File: config.mk
export PLATFORM = sky130hd
export DESIGN_NAME = reload_capture_timer
export DESIGN_NICKNAME = d
export VERILOG_FILES = /design/src/verilog/reload_timer_pkg.sv /design/src/verilog/pin_edge_if.sv /design/src/verilog/pin_edge_detect.sv /design/src/verilog/reload_capture_timer.sv
export VERILOG_INCLUDE_DIRS = /design/src /design/src/verilog
export SDC_FILE = /design/constraint.sdc
export NUM_CORES = 1
export LEC_CHECK = 0
export BUFFER_PORTS_ARGS = -buffer_cell sky130_fd_sc_hd__clkbuf_2
export CORE_MARGIN = 2
export CORE_UTILIZATION = 60
export CTS_CLUSTER_DIAMETER = 100
export DETAILED_ROUTE_END_ITERATION = 7
export PLACE_DENSITY = 0.94
export SYNTH_ARGS = -nofsm -noshare
export SYNTH_HDL_FRONTEND = slang
export SYNTH_HIERARCHICAL = 1
export SYNTH_SLANG_ARGS = --single-unit
File: constraint.sdc
create_clock -name core_clk -period 4.1 [get_ports core_clk]
set_clock_uncertainty 0.2 [all_clocks]
set_input_delay 1.025 -clock core_clk [delete_from_list [all_inputs] [get_ports core_clk]]
set_output_delay 1.025 -clock core_clk [all_outputs]
set_load 0.01 [all_outputs]
File: src/verilog/reload_timer_params.svh
// constant definitions for the reload/capture timer
`ifndef RELOAD_TIMER_PARAMS_SVH
`define RELOAD_TIMER_PARAMS_SVH

// ============================================================
// bus geometry
`define APB_AW            12
`define APB_DW            32

// ============================================================
// register byte addresses
`define OFF_TIMER_CONTROL 12'h0C8
`define OFF_COUNT_LOW     12'h0CC
`define OFF_COUNT_HIGH    12'h0D0
`define OFF_RELOAD_LOW    12'h0D4
`define OFF_RELOAD_HIGH   12'h0D8
`define OFF_CLOCK_CONTROL 12'h0DC

// ============================================================
// timer_control bit positions
`define BIT_OVERFLOW      7
`define BIT_EXT_EDGE      6
`define BIT_RX_BAUD       5
`define BIT_TX_BAUD       4
`define BIT_EXT_ENABLE    3
`define BIT_RUN           2
`define BIT_COUNTER_SEL   1
`define BIT_CAPTURE_SEL   0

// ============================================================
// clock_control_register bit positions
`define BIT_IRQ_ENABLE    0
`define BIT_TICK_SPEED    5

// ============================================================
// reset values and count limits
`define CONTROL_RESET     8'h00
`define CLKCTRL_RESET     8'h00
`define COUNT_RESET       16'h0000
`define COUNT_MAX         16'hFFFF
`define COUNT_ONE         16'h0001
`define READ_ZERO         32'h0000_0000

// ============================================================
// tick divisors in core clocks
`define DIV_BAUD          4'h2
`define DIV_FAST          4'h4
`define DIV_SLOW          4'hC
`define PRESCALE_ZERO     4'h0
`define PRESCALE_ONE      4'h1

`endif

File: src/verilog/reload_timer_pkg.sv
// types shared by the reload/capture timer modules
package reload_timer_pkg;

  // operating mode decoded from timer_control
  typedef enum logic [1:0] {
    MODE_RELOAD,
    MODE_CAPTURE,
    MODE_BAUD
  } timer_mode_t;

  // state of the pin edge detector
  typedef struct packed {
    logic [1:0] sync1;
    logic [1:0] sync2;
    logic [1:0] prev;
    logic [1:0] fall;
  } edge_state_t;

  // state of the timer core
  typedef struct packed {
    logic [7:0]  timerControl;
    logic [7:0]  clockControl;
    logic [15:0] countVal;
    logic [15:0] reloadVal;
    logic [3:0]  prescale;
    logic [31:0] prdata;
    logic        pready;
    logic        pslverr;
    logic        timerIrq;
    logic        rxBaudTick;
    logic        txBaudTick;
  } timer_state_t;

endpackage : reload_timer_pkg

File: src/verilog/pin_edge_if.sv
// falling-edge events passed from the pin detector to the timer core
`timescale 1ns/100ps
`default_nettype none

interface pin_edge_if;
  logic countFall;
  logic trigFall;

  modport producer (output countFall, output trigFall);
  modport consumer (input countFall, input trigFall);
endinterface : pin_edge_if

`default_nettype wire

File: src/verilog/pin_edge_detect.sv
// synchroniser and falling-edge detector for the two timer pins
`timescale 1ns/100ps
`default_nettype none

module pin_edge_detect
  import reload_timer_pkg::*;
(
  input  wire logic         core_clk,
  input  wire logic         rst_n,
  input  wire logic         clkEn,
  input  wire logic         countInputPin,
  input  wire logic         triggerPin,
  pin_edge_if.producer      ev
);

  edge_state_t s_q;
  edge_state_t s_d;

  // ============================================================
  // next state: sync1 feeds only sync2, edges come from sync2/prev
  always_comb begin
    s_d       = s_q;
    s_d.sync1 = {triggerPin, countInputPin};
    s_d.sync2 = s_q.sync1;
    s_d.prev  = s_q.sync2;
    s_d.fall  = s_q.prev & ~s_q.sync2;
  end

  // ============================================================
  // state register; pins idle high so reset the chain to ones
  // to avoid a false edge right after reset
  always_ff @(posedge core_clk or negedge rst_n) begin
    if (!rst_n) begin
      s_q <= '{sync1: 2'h3, sync2: 2'h3, prev: 2'h3, fall: 2'h0};
    end else if (clkEn) begin
      s_q <= s_d;
    end
  end

  // event outputs, one-cycle pulses from flops
  assign ev.countFall = s_q.fall[0];
  assign ev.trigFall  = s_q.fall[1];

endmodule : pin_edge_detect

`default_nettype wire

File: src/verilog/reload_capture_timer.sv
// sixteen-bit reload/capture/baud timer with an apb register slave
//
// Implementation choice: the APB interface to the registers.
`timescale 1ns/100ps
`default_nettype none

`include "reload_timer_params.svh"

// ============================================================
// one state struct holds the core; the pin detector feeds it
// one-cycle edge events through a small interface

// Functional notes
// - control register at C8, zero reset
// - rollover from FFFF sets sticky overflow flag
// - overflow flag requests interrupt when enabled
// - no overflow flag while either baud select set
// - software writing overflow one forces interrupt
// - enabled trigger falling edge sets edge flag; baud mode ignores the edge
// - software setting edge flag forces interrupt
// - receive baud select picks receiver timebase
// - transmit baud select picks transmitter timebase
// - baud mode advances every two clocks
// - pin enable off ignores trigger events
// - run bit starts, halt keeps count unless a trigger reload loads it
// - counter select: internal ticks or pin edges; baud mode ignores it
// - baud mode ignores capture select, reloads
// - reload on overflow, also trigger edge
// - capture mode captures on trigger edge
// - reload copies full sixteen bit value
// - reload happens at FFFF to 0000
// - capture copies count, sets flag, continues
// - capture mode overflow still sets flag
// - baud mode reloads from reload registers
module reload_capture_timer
  import reload_timer_pkg::*;
(
  input  wire logic [`APB_AW-1:0] paddr,
  input  wire logic               core_clk,
  input  wire logic               rst_n,
  input  wire logic               clkEn,
  input  wire logic               psel,
  input  wire logic               penable,
  input  wire logic               pwrite,
  input  wire logic [`APB_DW-1:0] pwdata,
  input  wire logic [3:0]         pstrb,
  output logic [`APB_DW-1:0]      prdata,
  output logic                    pready,
  output logic                    pslverr,
  input  wire logic               countInputPin,
  input  wire logic               triggerPin,
  input  wire logic               timer1Overflow,
  output logic                    timerIrq,
  output logic                    rxBaudTick,
  output logic                    txBaudTick
);

  // ============================================================
  // helper functions
  // pure decoders shared by several processes

  // true when the bus address names one register word
  function automatic logic addrHit(
    input logic [`APB_AW-1:0] a,
    input logic [`APB_AW-1:0] off
  );
    addrHit = (a == off);
  endfunction : addrHit

  // true when the address falls on any mapped register
  function automatic logic addrMapped(input logic [`APB_AW-1:0] a);
    addrMapped = addrHit(a, `OFF_TIMER_CONTROL) |
                 addrHit(a, `OFF_COUNT_LOW)     |
                 addrHit(a, `OFF_COUNT_HIGH)    |
                 addrHit(a, `OFF_RELOAD_LOW)    |
                 addrHit(a, `OFF_RELOAD_HIGH)   |
                 addrHit(a, `OFF_CLOCK_CONTROL);
  endfunction : addrMapped

  // mode decode; baud selects override the capture select
  function automatic timer_mode_t decodeMode(input logic [7:0] ctl);
    if (ctl[`BIT_RX_BAUD] | ctl[`BIT_TX_BAUD]) begin
      decodeMode = MODE_BAUD;
    end else if (ctl[`BIT_CAPTURE_SEL]) begin
      decodeMode = MODE_CAPTURE;
    end else begin
      decodeMode = MODE_RELOAD;
    end
  endfunction : decodeMode

  // ============================================================
  // pin edge detection
  // two sync flops, a history flop and an edge flop: an event
  // shows three clocks after the pin falls
  pin_edge_if edges ();

  pin_edge_detect u_pin_edge_detect (
    .core_clk      (core_clk),
    .rst_n         (rst_n),
    .clkEn         (clkEn),
    .countInputPin (countInputPin),
    .triggerPin    (triggerPin),
    .ev            (edges.producer)
  );

  // ============================================================
  // state
  // s_q holds every register, s_d its next value
  timer_state_t s_q;
  timer_state_t s_d;

  // decoded mode and bus strobes
  timer_mode_t  mode;
  logic         accessDone;
  logic         wrLane0;
  logic         wrControl;
  logic         wrCountLow;
  logic         wrCountHigh;
  logic         wrReloadLow;
  logic         wrReloadHigh;
  logic         wrClockCtrl;

  // tick and event strobes
  logic         running;
  logic [3:0]   divisor;
  logic         prescaleTick;
  logic         countTick;
  logic         rollover;
  logic         trigEvent;
  logic         doReload;
  logic         doCapture;
  logic         setOverflow;
  logic         setExtEdge;

  // control byte before hardware flag sets
  logic [7:0]   ctlBase;
  // read mux result, taken at the setup edge
  logic [`APB_DW-1:0] readWord;

  // ============================================================
  // bus decode and read mux
  always_comb begin
    // a transfer completes on the access edge with pready high
    accessDone   = psel & penable & s_q.pready;
    // only lane 0 carries data; other strobes are ignored
    wrLane0      = accessDone & pwrite & pstrb[0];
    wrControl    = wrLane0 & addrHit(paddr, `OFF_TIMER_CONTROL);
    wrCountLow   = wrLane0 & addrHit(paddr, `OFF_COUNT_LOW);
    wrCountHigh  = wrLane0 & addrHit(paddr, `OFF_COUNT_HIGH);
    wrReloadLow  = wrLane0 & addrHit(paddr, `OFF_RELOAD_LOW);
    wrReloadHigh = wrLane0 & addrHit(paddr, `OFF_RELOAD_HIGH);
    wrClockCtrl  = wrLane0 & addrHit(paddr, `OFF_CLOCK_CONTROL);

    // byte registers sit in the low lane, upper bits read zero
    readWord = `READ_ZERO;
    if (addrHit(paddr, `OFF_TIMER_CONTROL)) begin
      readWord[7:0] = s_q.timerControl;
    end else if (addrHit(paddr, `OFF_COUNT_LOW)) begin
      readWord[7:0] = s_q.countVal[7:0];
    end else if (addrHit(paddr, `OFF_COUNT_HIGH)) begin
      readWord[7:0] = s_q.countVal[15:8];
    end else if (addrHit(paddr, `OFF_RELOAD_LOW)) begin
      readWord[7:0] = s_q.reloadVal[7:0];
    end else if (addrHit(paddr, `OFF_RELOAD_HIGH)) begin
      readWord[7:0] = s_q.reloadVal[15:8];
    end else if (addrHit(paddr, `OFF_CLOCK_CONTROL)) begin
      readWord[7:0] = s_q.clockControl;
    end
  end

  // ============================================================
  // tick generation
  always_comb begin
    mode    = decodeMode(s_q.timerControl);
    running = s_q.timerControl[`BIT_RUN];

    // baud mode runs at a fixed half clock rate
    if (mode == MODE_BAUD) begin
      divisor = `DIV_BAUD;
    end else if (s_q.clockControl[`BIT_TICK_SPEED]) begin
      divisor = `DIV_FAST;
    end else begin
      divisor = `DIV_SLOW;
    end


    // limitation: halting drops any partial prescale count
    prescaleTick = running & (s_q.prescale == (divisor - `PRESCALE_ONE));


    // pin edges only count outside baud mode
    if (mode == MODE_BAUD) begin
      countTick = prescaleTick;
    end else if (s_q.timerControl[`BIT_COUNTER_SEL]) begin
      countTick = running & edges.countFall;
    end else begin
      countTick = prescaleTick;
    end
  end

  // ============================================================
  // count events: rollover, trigger reload and capture
  always_comb begin
    rollover  = countTick & (s_q.countVal == `COUNT_MAX);
    // trigger events are dropped when disabled or in baud mode
    trigEvent = edges.trigFall &
                s_q.timerControl[`BIT_EXT_ENABLE] &
                (mode != MODE_BAUD);


    // capture mode never reloads; it wraps to zero instead
    doReload  = (rollover & (mode != MODE_CAPTURE)) |
                (trigEvent & (mode == MODE_RELOAD));
    doCapture = trigEvent & (mode == MODE_CAPTURE);


    // flags: overflow only outside baud mode
    setOverflow = rollover & (mode != MODE_BAUD);
    setExtEdge  = trigEvent;
  end

  // ============================================================
  // next-state logic
  always_comb begin
    s_d = s_q;

    // apb response: one setup cycle, answer ready in access cycle
    // no wait states; pready stands in the access cycle only
    s_d.pready = psel & ~penable;
    if (psel & ~penable) begin
      s_d.prdata  = pwrite ? `READ_ZERO : readWord;
      s_d.pslverr = ~addrMapped(paddr);
    end else if (accessDone) begin
      s_d.prdata  = `READ_ZERO;
      s_d.pslverr = 1'b0;
    end


    // prescaler restarts whenever the timer is halted
    if (!running || prescaleTick) begin
      s_d.prescale = `PRESCALE_ZERO;
    end else begin
      s_d.prescale = s_q.prescale + `PRESCALE_ONE;
    end


    // control register: software value, then hardware sets win
    // so an event in the clearing cycle is never lost
    ctlBase = wrControl ? pwdata[7:0] : s_q.timerControl;
    s_d.timerControl = ctlBase;
    // a software one on a flag simply sets it
    if (setOverflow) begin
      s_d.timerControl[`BIT_OVERFLOW] = 1'b1;
    end
    if (setExtEdge) begin
      s_d.timerControl[`BIT_EXT_EDGE] = 1'b1;
    end


    // clock control is software-only
    if (wrClockCtrl) begin
      s_d.clockControl = pwdata[7:0];
    end


    // count update: reload, then increment; halted count holds except for a trigger reload
    if (doReload) begin
      s_d.countVal = s_q.reloadVal;
    end else if (countTick) begin
      s_d.countVal = s_q.countVal + `COUNT_ONE;
    end
    // software byte writes take precedence over counting
    // so firmware can preset a running count
    if (wrCountLow) begin
      s_d.countVal[7:0] = pwdata[7:0];
    end
    if (wrCountHigh) begin
      s_d.countVal[15:8] = pwdata[7:0];
    end


    // capture beats a simultaneous software write of the reload
    if (wrReloadLow) begin
      s_d.reloadVal[7:0] = pwdata[7:0];
    end
    if (wrReloadHigh) begin
      s_d.reloadVal[15:8] = pwdata[7:0];
    end
    if (doCapture) begin
      s_d.reloadVal = s_q.countVal;
    end


    // interrupt request follows either flag when enabled,
    // from the next value so it rises with the flag
    s_d.timerIrq = s_d.clockControl[`BIT_IRQ_ENABLE] &
                   (s_d.timerControl[`BIT_OVERFLOW] |
                    s_d.timerControl[`BIT_EXT_EDGE]);


    // serial timebase: this timer's rollover or first timer's
    s_d.rxBaudTick = s_q.timerControl[`BIT_RX_BAUD] ?
                     rollover : timer1Overflow;
    s_d.txBaudTick = s_q.timerControl[`BIT_TX_BAUD] ?
                     rollover : timer1Overflow;
  end

  // ============================================================
  // state register
  // clkEn low freezes every field, bus answer included
  always_ff @(posedge core_clk or negedge rst_n) begin
    if (!rst_n) begin
      s_q <= '{timerControl: `CONTROL_RESET,
               clockControl: `CLKCTRL_RESET,
               countVal:     `COUNT_RESET,
               reloadVal:    `COUNT_RESET,
               prescale:     `PRESCALE_ZERO,
               prdata:       `READ_ZERO,
               pready:       1'b0,
               pslverr:      1'b0,
               timerIrq:     1'b0,
               rxBaudTick:   1'b0,
               txBaudTick:   1'b0};
    end else if (clkEn) begin
      s_q <= s_d;
    end
  end

  // ============================================================
  // outputs, all straight from the state register
  // no logic after the flops keeps output timing clean
  assign prdata     = s_q.prdata;
  assign pready     = s_q.pready;
  assign pslverr    = s_q.pslverr;
  assign timerIrq   = s_q.timerIrq;
  assign rxBaudTick = s_q.rxBaudTick;
  assign txBaudTick = s_q.txBaudTick;

endmodule : reload_capture_timer

`default_nettype wire

* After elaboration in Yosys (flattened, before gate mapping)
Cells that the tools add are included.
Widths: inputs -> output; s select.
** Storage, ports and cells
- Register bits after elaboration :: 97
- Output and inout bits :: 37
- Input bits :: 57
- Logic and storage cells :: 113
** Operators by class
- Eq/ne operators :: 12
- Reductions and logical operators :: 15
- Bitwise gates (word level) :: 33
- Mux-type cells :: 31
- Add/sub/neg operators :: 3
** Operator list (count)
- $mux 8 :: 12
- $eq 12x8->1 const B :: 6
- $mux 32 :: 2
- $mux 16 :: 3
- $and 1x1->1 :: 21
- $add 16x1->16 const B :: 1
- $eq 16x16->1 const B :: 1
- $reduce_and 2->1 :: 7
- $mux 4 :: 3
- $mux 1 :: 10
- $or 1x1->1 :: 8
- $reduce_bool 2->1 :: 3
- $reduce_bool 3->1 :: 2
- $add 4x1->4 const B :: 1
- $eq 4x4->1 :: 1
- $sub 4x1->4 const B :: 1
- $and 2x2->2 :: 1
- $eq 2x1->1 const B :: 1
- $eq 2x2->1 const B :: 1
- $logic_not 2->1 :: 1
- $mux 2 :: 1
- $ne 2x1->1 const B :: 1
- $ne 2x2->1 const B :: 1
- $not 1->1 :: 2
- other kinds (3) :: 3

* Logic depth before layout (Yosys ltp)
- Word-level depth :: 14
- Depth in mapped cells :: 8
- Depth with buffers taken out :: 7

* Hierarchy
The synthesis kept the hierarchy.
** By module, submodules not included
- reload_capture_timer :: sequential area each 1626.6 um^2, cells each 447, instances 1, area an instance 4327.9 um^2
- pin_edge_detect :: sequential area each 207.7 um^2, cells each 21, instances 1, area an instance 341.6 um^2

* Worst setup path after synthesis
No wires, ideal clock.
- Path kind :: in2reg
- Start :: in paddr[1]
- End :: reg s_q[49] (netlist bit)
- Arrival time :: 2483 ps
- Stages on the path :: 6
- Setup slack :: 1292 ps
- Required time :: 3775 ps
- Setup time :: 125 ps
- Buffers on the path :: 0
- Cells stage by stage :: nor4b_1 -> nand4_2 -> nor2_1 -> nand2_1 -> a21oi_4 -> mux2_2
** On the way
- Cells in the longest elaborated chain, start to end :: 4
** RTL lines
- from (decl) :: line reload_capture_timer.sv:38 : input wire logic [`APB_AW-1:0] paddr,
- $eq 12x8->1 :: line reload_capture_timer.sv:67 : addrHit = (a == off);
- $and 1x1->1 :: line reload_capture_timer.sv:151 : wrReloadHigh = wrLane0 & addrHit(paddr, `OFF_RELOAD_HIGH);
- $reduce_bool 2->1 (no source line)
- $reduce_and 2->1 (no source line)
- to (signal assigned) :: line reload_capture_timer.sv:313 : s_q <= '{timerControl: `CONTROL_RESET,
- to (decl) :: line reload_capture_timer.sv:109 : timer_state_t s_q;
Every way passes these cells.
A chain may end at the register's enable or synchronous reset.

* Final worst setup path
- Start :: in paddr[9]
- End :: reg s_q[76] (netlist bit)
** On the way
- Cells in the longest elaborated chain, start to end :: 3
** RTL lines
- $eq 12x8->1 :: line reload_capture_timer.sv:67
- $and 1x1->1 :: line reload_capture_timer.sv:152 : wrClockCtrl = wrLane0 & addrHit(paddr, `OFF_CLOCK_CONTROL);
- $reduce_and 2->1 (no source line)
Every way passes these cells.

==> flow_summary.toml <==
[pwr]
power.total_mw = 1.50
vdd.ir_drop.worst_mv = 0.162
p_leak_nw = 2.22
powerDensity_nw_per_um2 = 302

[place]
dp_hpwl_um = 8490
dpl.cell_count = 585
globalplace.congestion = 0.947
portBuffers = 42

[critical_path]
end_kind = "register"
crit_arrival_ns = 3.07
reg2reg_from = "s_q[57]"
reg2reg_to = "s_q[71]"
crit_fanout = 9
critPathLaunchType = "input pin"
reg2reg_depth = 7
critPathBufInv = 1
slowest_delay_ns = 0.50
cp_top_family = "simple AND/OR/NAND/NOR gates"
rrSetupSlack_ns = 1.07
crit_type = "input pin to register"
path_cells = "clkbuf_2 > nor4_4 > nand4_2 > nor2_1 > nand4_1 > mux2_2"
slowest_stage = "nand4_1"
cp.depth = 6
crit_required_ns = 4.13

[timing]
period_minus_slack_ns = 3.04
setup_violations = 0
rsz0062_at_grt = "no"
max_freq_mhz = 329
relSlewSlack = 0.431
fin_setup_tns_ns = 0
hold_ws_ns = 0.290
tightest_slew_ns = 0.853
fin_crit_sh = 0.741
maxSlewViolCount = 0
report.final.hold_viol_count = 0

[synthesis]
yosys-top-cells-area = "dfrtp_1 (36%), mux2_2 (8.9%), buf_4 (5.1%)"
syn-cell-area_um2 = 4670
synth_edf_count = 0
yosysTopAreaCell = "dfrtp_1"
async_flop_share = 1.00
synth-main-ff-cell = "dfrtp_1"
yosysUniqueCellTypes = 71
yosysSeqAreaShare = 0.393
yosys.area.top_type_share = 0.359
synth_seq_cells = 73
synth_top_cells_by_count = "dfrtp_1 (67), nand2_1 (45), o21ai_0 (39), mux2_2 (37), buf_4 (32)"
synth_warnings = 6
syn-instance-count = 468
synth_area_per_cell_um2 = 9.98
synth_most_common_cell = "dfrtp_1"

[job]
maxCapViolCount = 0

[cts]
cts_setup_buffers = 0
clock_latency_ns = 0.36
cts_tree = "built"
cts_inserted_buffers = 9
max-clock-path-buffers = 2
clk_pin_slew_worst_paths_ns = 0.09
cts_max_level = 3
root_buffer = "clkbuf_8"
clock_sinks = 73
hold_buffers = 0
ctsResizeCount = 0

[global_route]
grt_antenna_before_repair = 0
grt_overflow = 0
grt_pass1_wl_um = 18700
grtUsageTotal = 0.284
grt_pass1_vias = 3655
grt_max_degree = 39

[routing]
ant_nets = 0
via_per_inst = 6.42
wl_per_cell_um = 19.4
drc = 0
wl_um = 11700
drt_iter0_drc = 361
detail_route.first_pass.iterations = 6
vias = 3861

[final_layout]
post-route-util = 0.651
syn2layout_area_growth_pct = 6.56
fin_nets = 553
drive_gt1_frac = 0.267
diodes = 0
fin_cells = 601
nFillCells = 592

[hold_path]
worstHoldStart = "prdata[4]"
hold_path_end = "prdata[4]"
whs_path_depth = 2
min_path_type = "register to register"

[status]
status = "complete, no violations"

[floorplan]
dieWidth_um = 92.2
floorplan.initialDensity = 0.611
io_pins = 94
core_um2 = 7650
die_area_um2 = 8500
die_y_um = 92.2
row_count = 32
==> tightest hold or removal path: stages (launching register included) <==
cell     delay [ns]
dfrtp_1        0.36
nand2_1        0.05
o21ai_0        0.06
==> final cells by class <==
cell class	count	area [um2]	area share
clock inverter	5	56.3	0.0113
clock buffer	11	141	0.0284
multi-input combinational	354	2520	0.507
timing repair buffer	47	260	0.0523
tap	102	128	0.0256
inverter	9	33.8	0.00679
sequential	73	1830	0.369
==> logic make-up (layout without fill, tap and decap cells) <==
family,count (synthesis),after routing,share of synthesized area
fa+ha+maj,2,2,0.00536
flops,73,73,0.393
other cells,1,24,0.000803
buf+inv,64,72,0.0855
simple gates,126,126,0.155
compound gates,124,124,0.180
xor+xnor,12,12,0.0225
mux,66,66,0.158
==> worst max path at each step <==
stage	from	to	slack (ns)
after floorplan	paddr[1]	s_q[49]	1.29
after global placement	paddr[9]	s_q[74]	0.84
after detailed placement	paddr[9]	s_q[78]	0.68
after CTS	paddr[9]	s_q[76]	1.05
after global routing	paddr[9]	s_q[76]	0.95
final	paddr[9]	s_q[76]	1.06
==> layer usage <==
metal / vias to the layer above / part of all wire / GRT usage
li1: 1720 / - / -
met1: 1854 / 0.41 / 0.382
met2: 244 / 0.47 / 0.436
met3: 43 / 0.076 / 0.0427
met4: 0 / 0.043 / 0.170
met5: - / 0 / 0
==> cells in the final DEF, fill, tap and decap left out, types with 4 or more instances in the layout <==
master,Yosys,routed
mux2_2,37,37
o21ai_0,39,39
xor2_1,5,5
nand2_1,45,45
dfrtp_1,67,67
nor2_1,20,20
clkbuf_8,0,10
nor2b_1,6,6
a22oi_1,17,17
buf_4,32,4
nand4_1,8,8
mux2_4,6,6
a21oi_1,20,20
inv_1,8,8
o21ai_1,9,9
o221ai_1,8,8
conb_1,1,24
and3_1,4,4
nor3_1,5,5
xnor2_1,7,7
o22ai_1,4,4
mux2i_1,22,22
dfstp_2,6,6
clkbuf_2,0,41
nand3_1,4,4
==> stage by stage <==
stage | setup slack (ns) | instance area (um2)
6_report | 1.06 | 4980
5_1_grt | 0.951 | 4980
3_5_place_dp | 0.676 | 4780
4_1_cts | 1.05 | 4980
2_1_floorplan | 1.29 | 4760
3_3_place_gp | 0.843 | 4780
==> sequential cells by signal, summed over array words and instances, names as in the netlist <==
signal,flops
s_q,51
u_pin_edge_detect/s_q,2
prdata,8
pready,1
timerIrq,1
u_pin_edge_detect/ev.trigFall,1
txBaudTick,1
running,1
pslverr,1
rxBaudTick,1
u_pin_edge_detect/s_d,4
u_pin_edge_detect/ev.countFall,1
==> report_power, final <==
group	switching [mW]	total [mW]	internal, mW
clock network	0.277	0.574	0.297
registers	0.0203	0.770	0.750
logic	0.0988	0.157	0.0584
total	0.396	1.50	1.11
(Power assumes the default switching activity.)
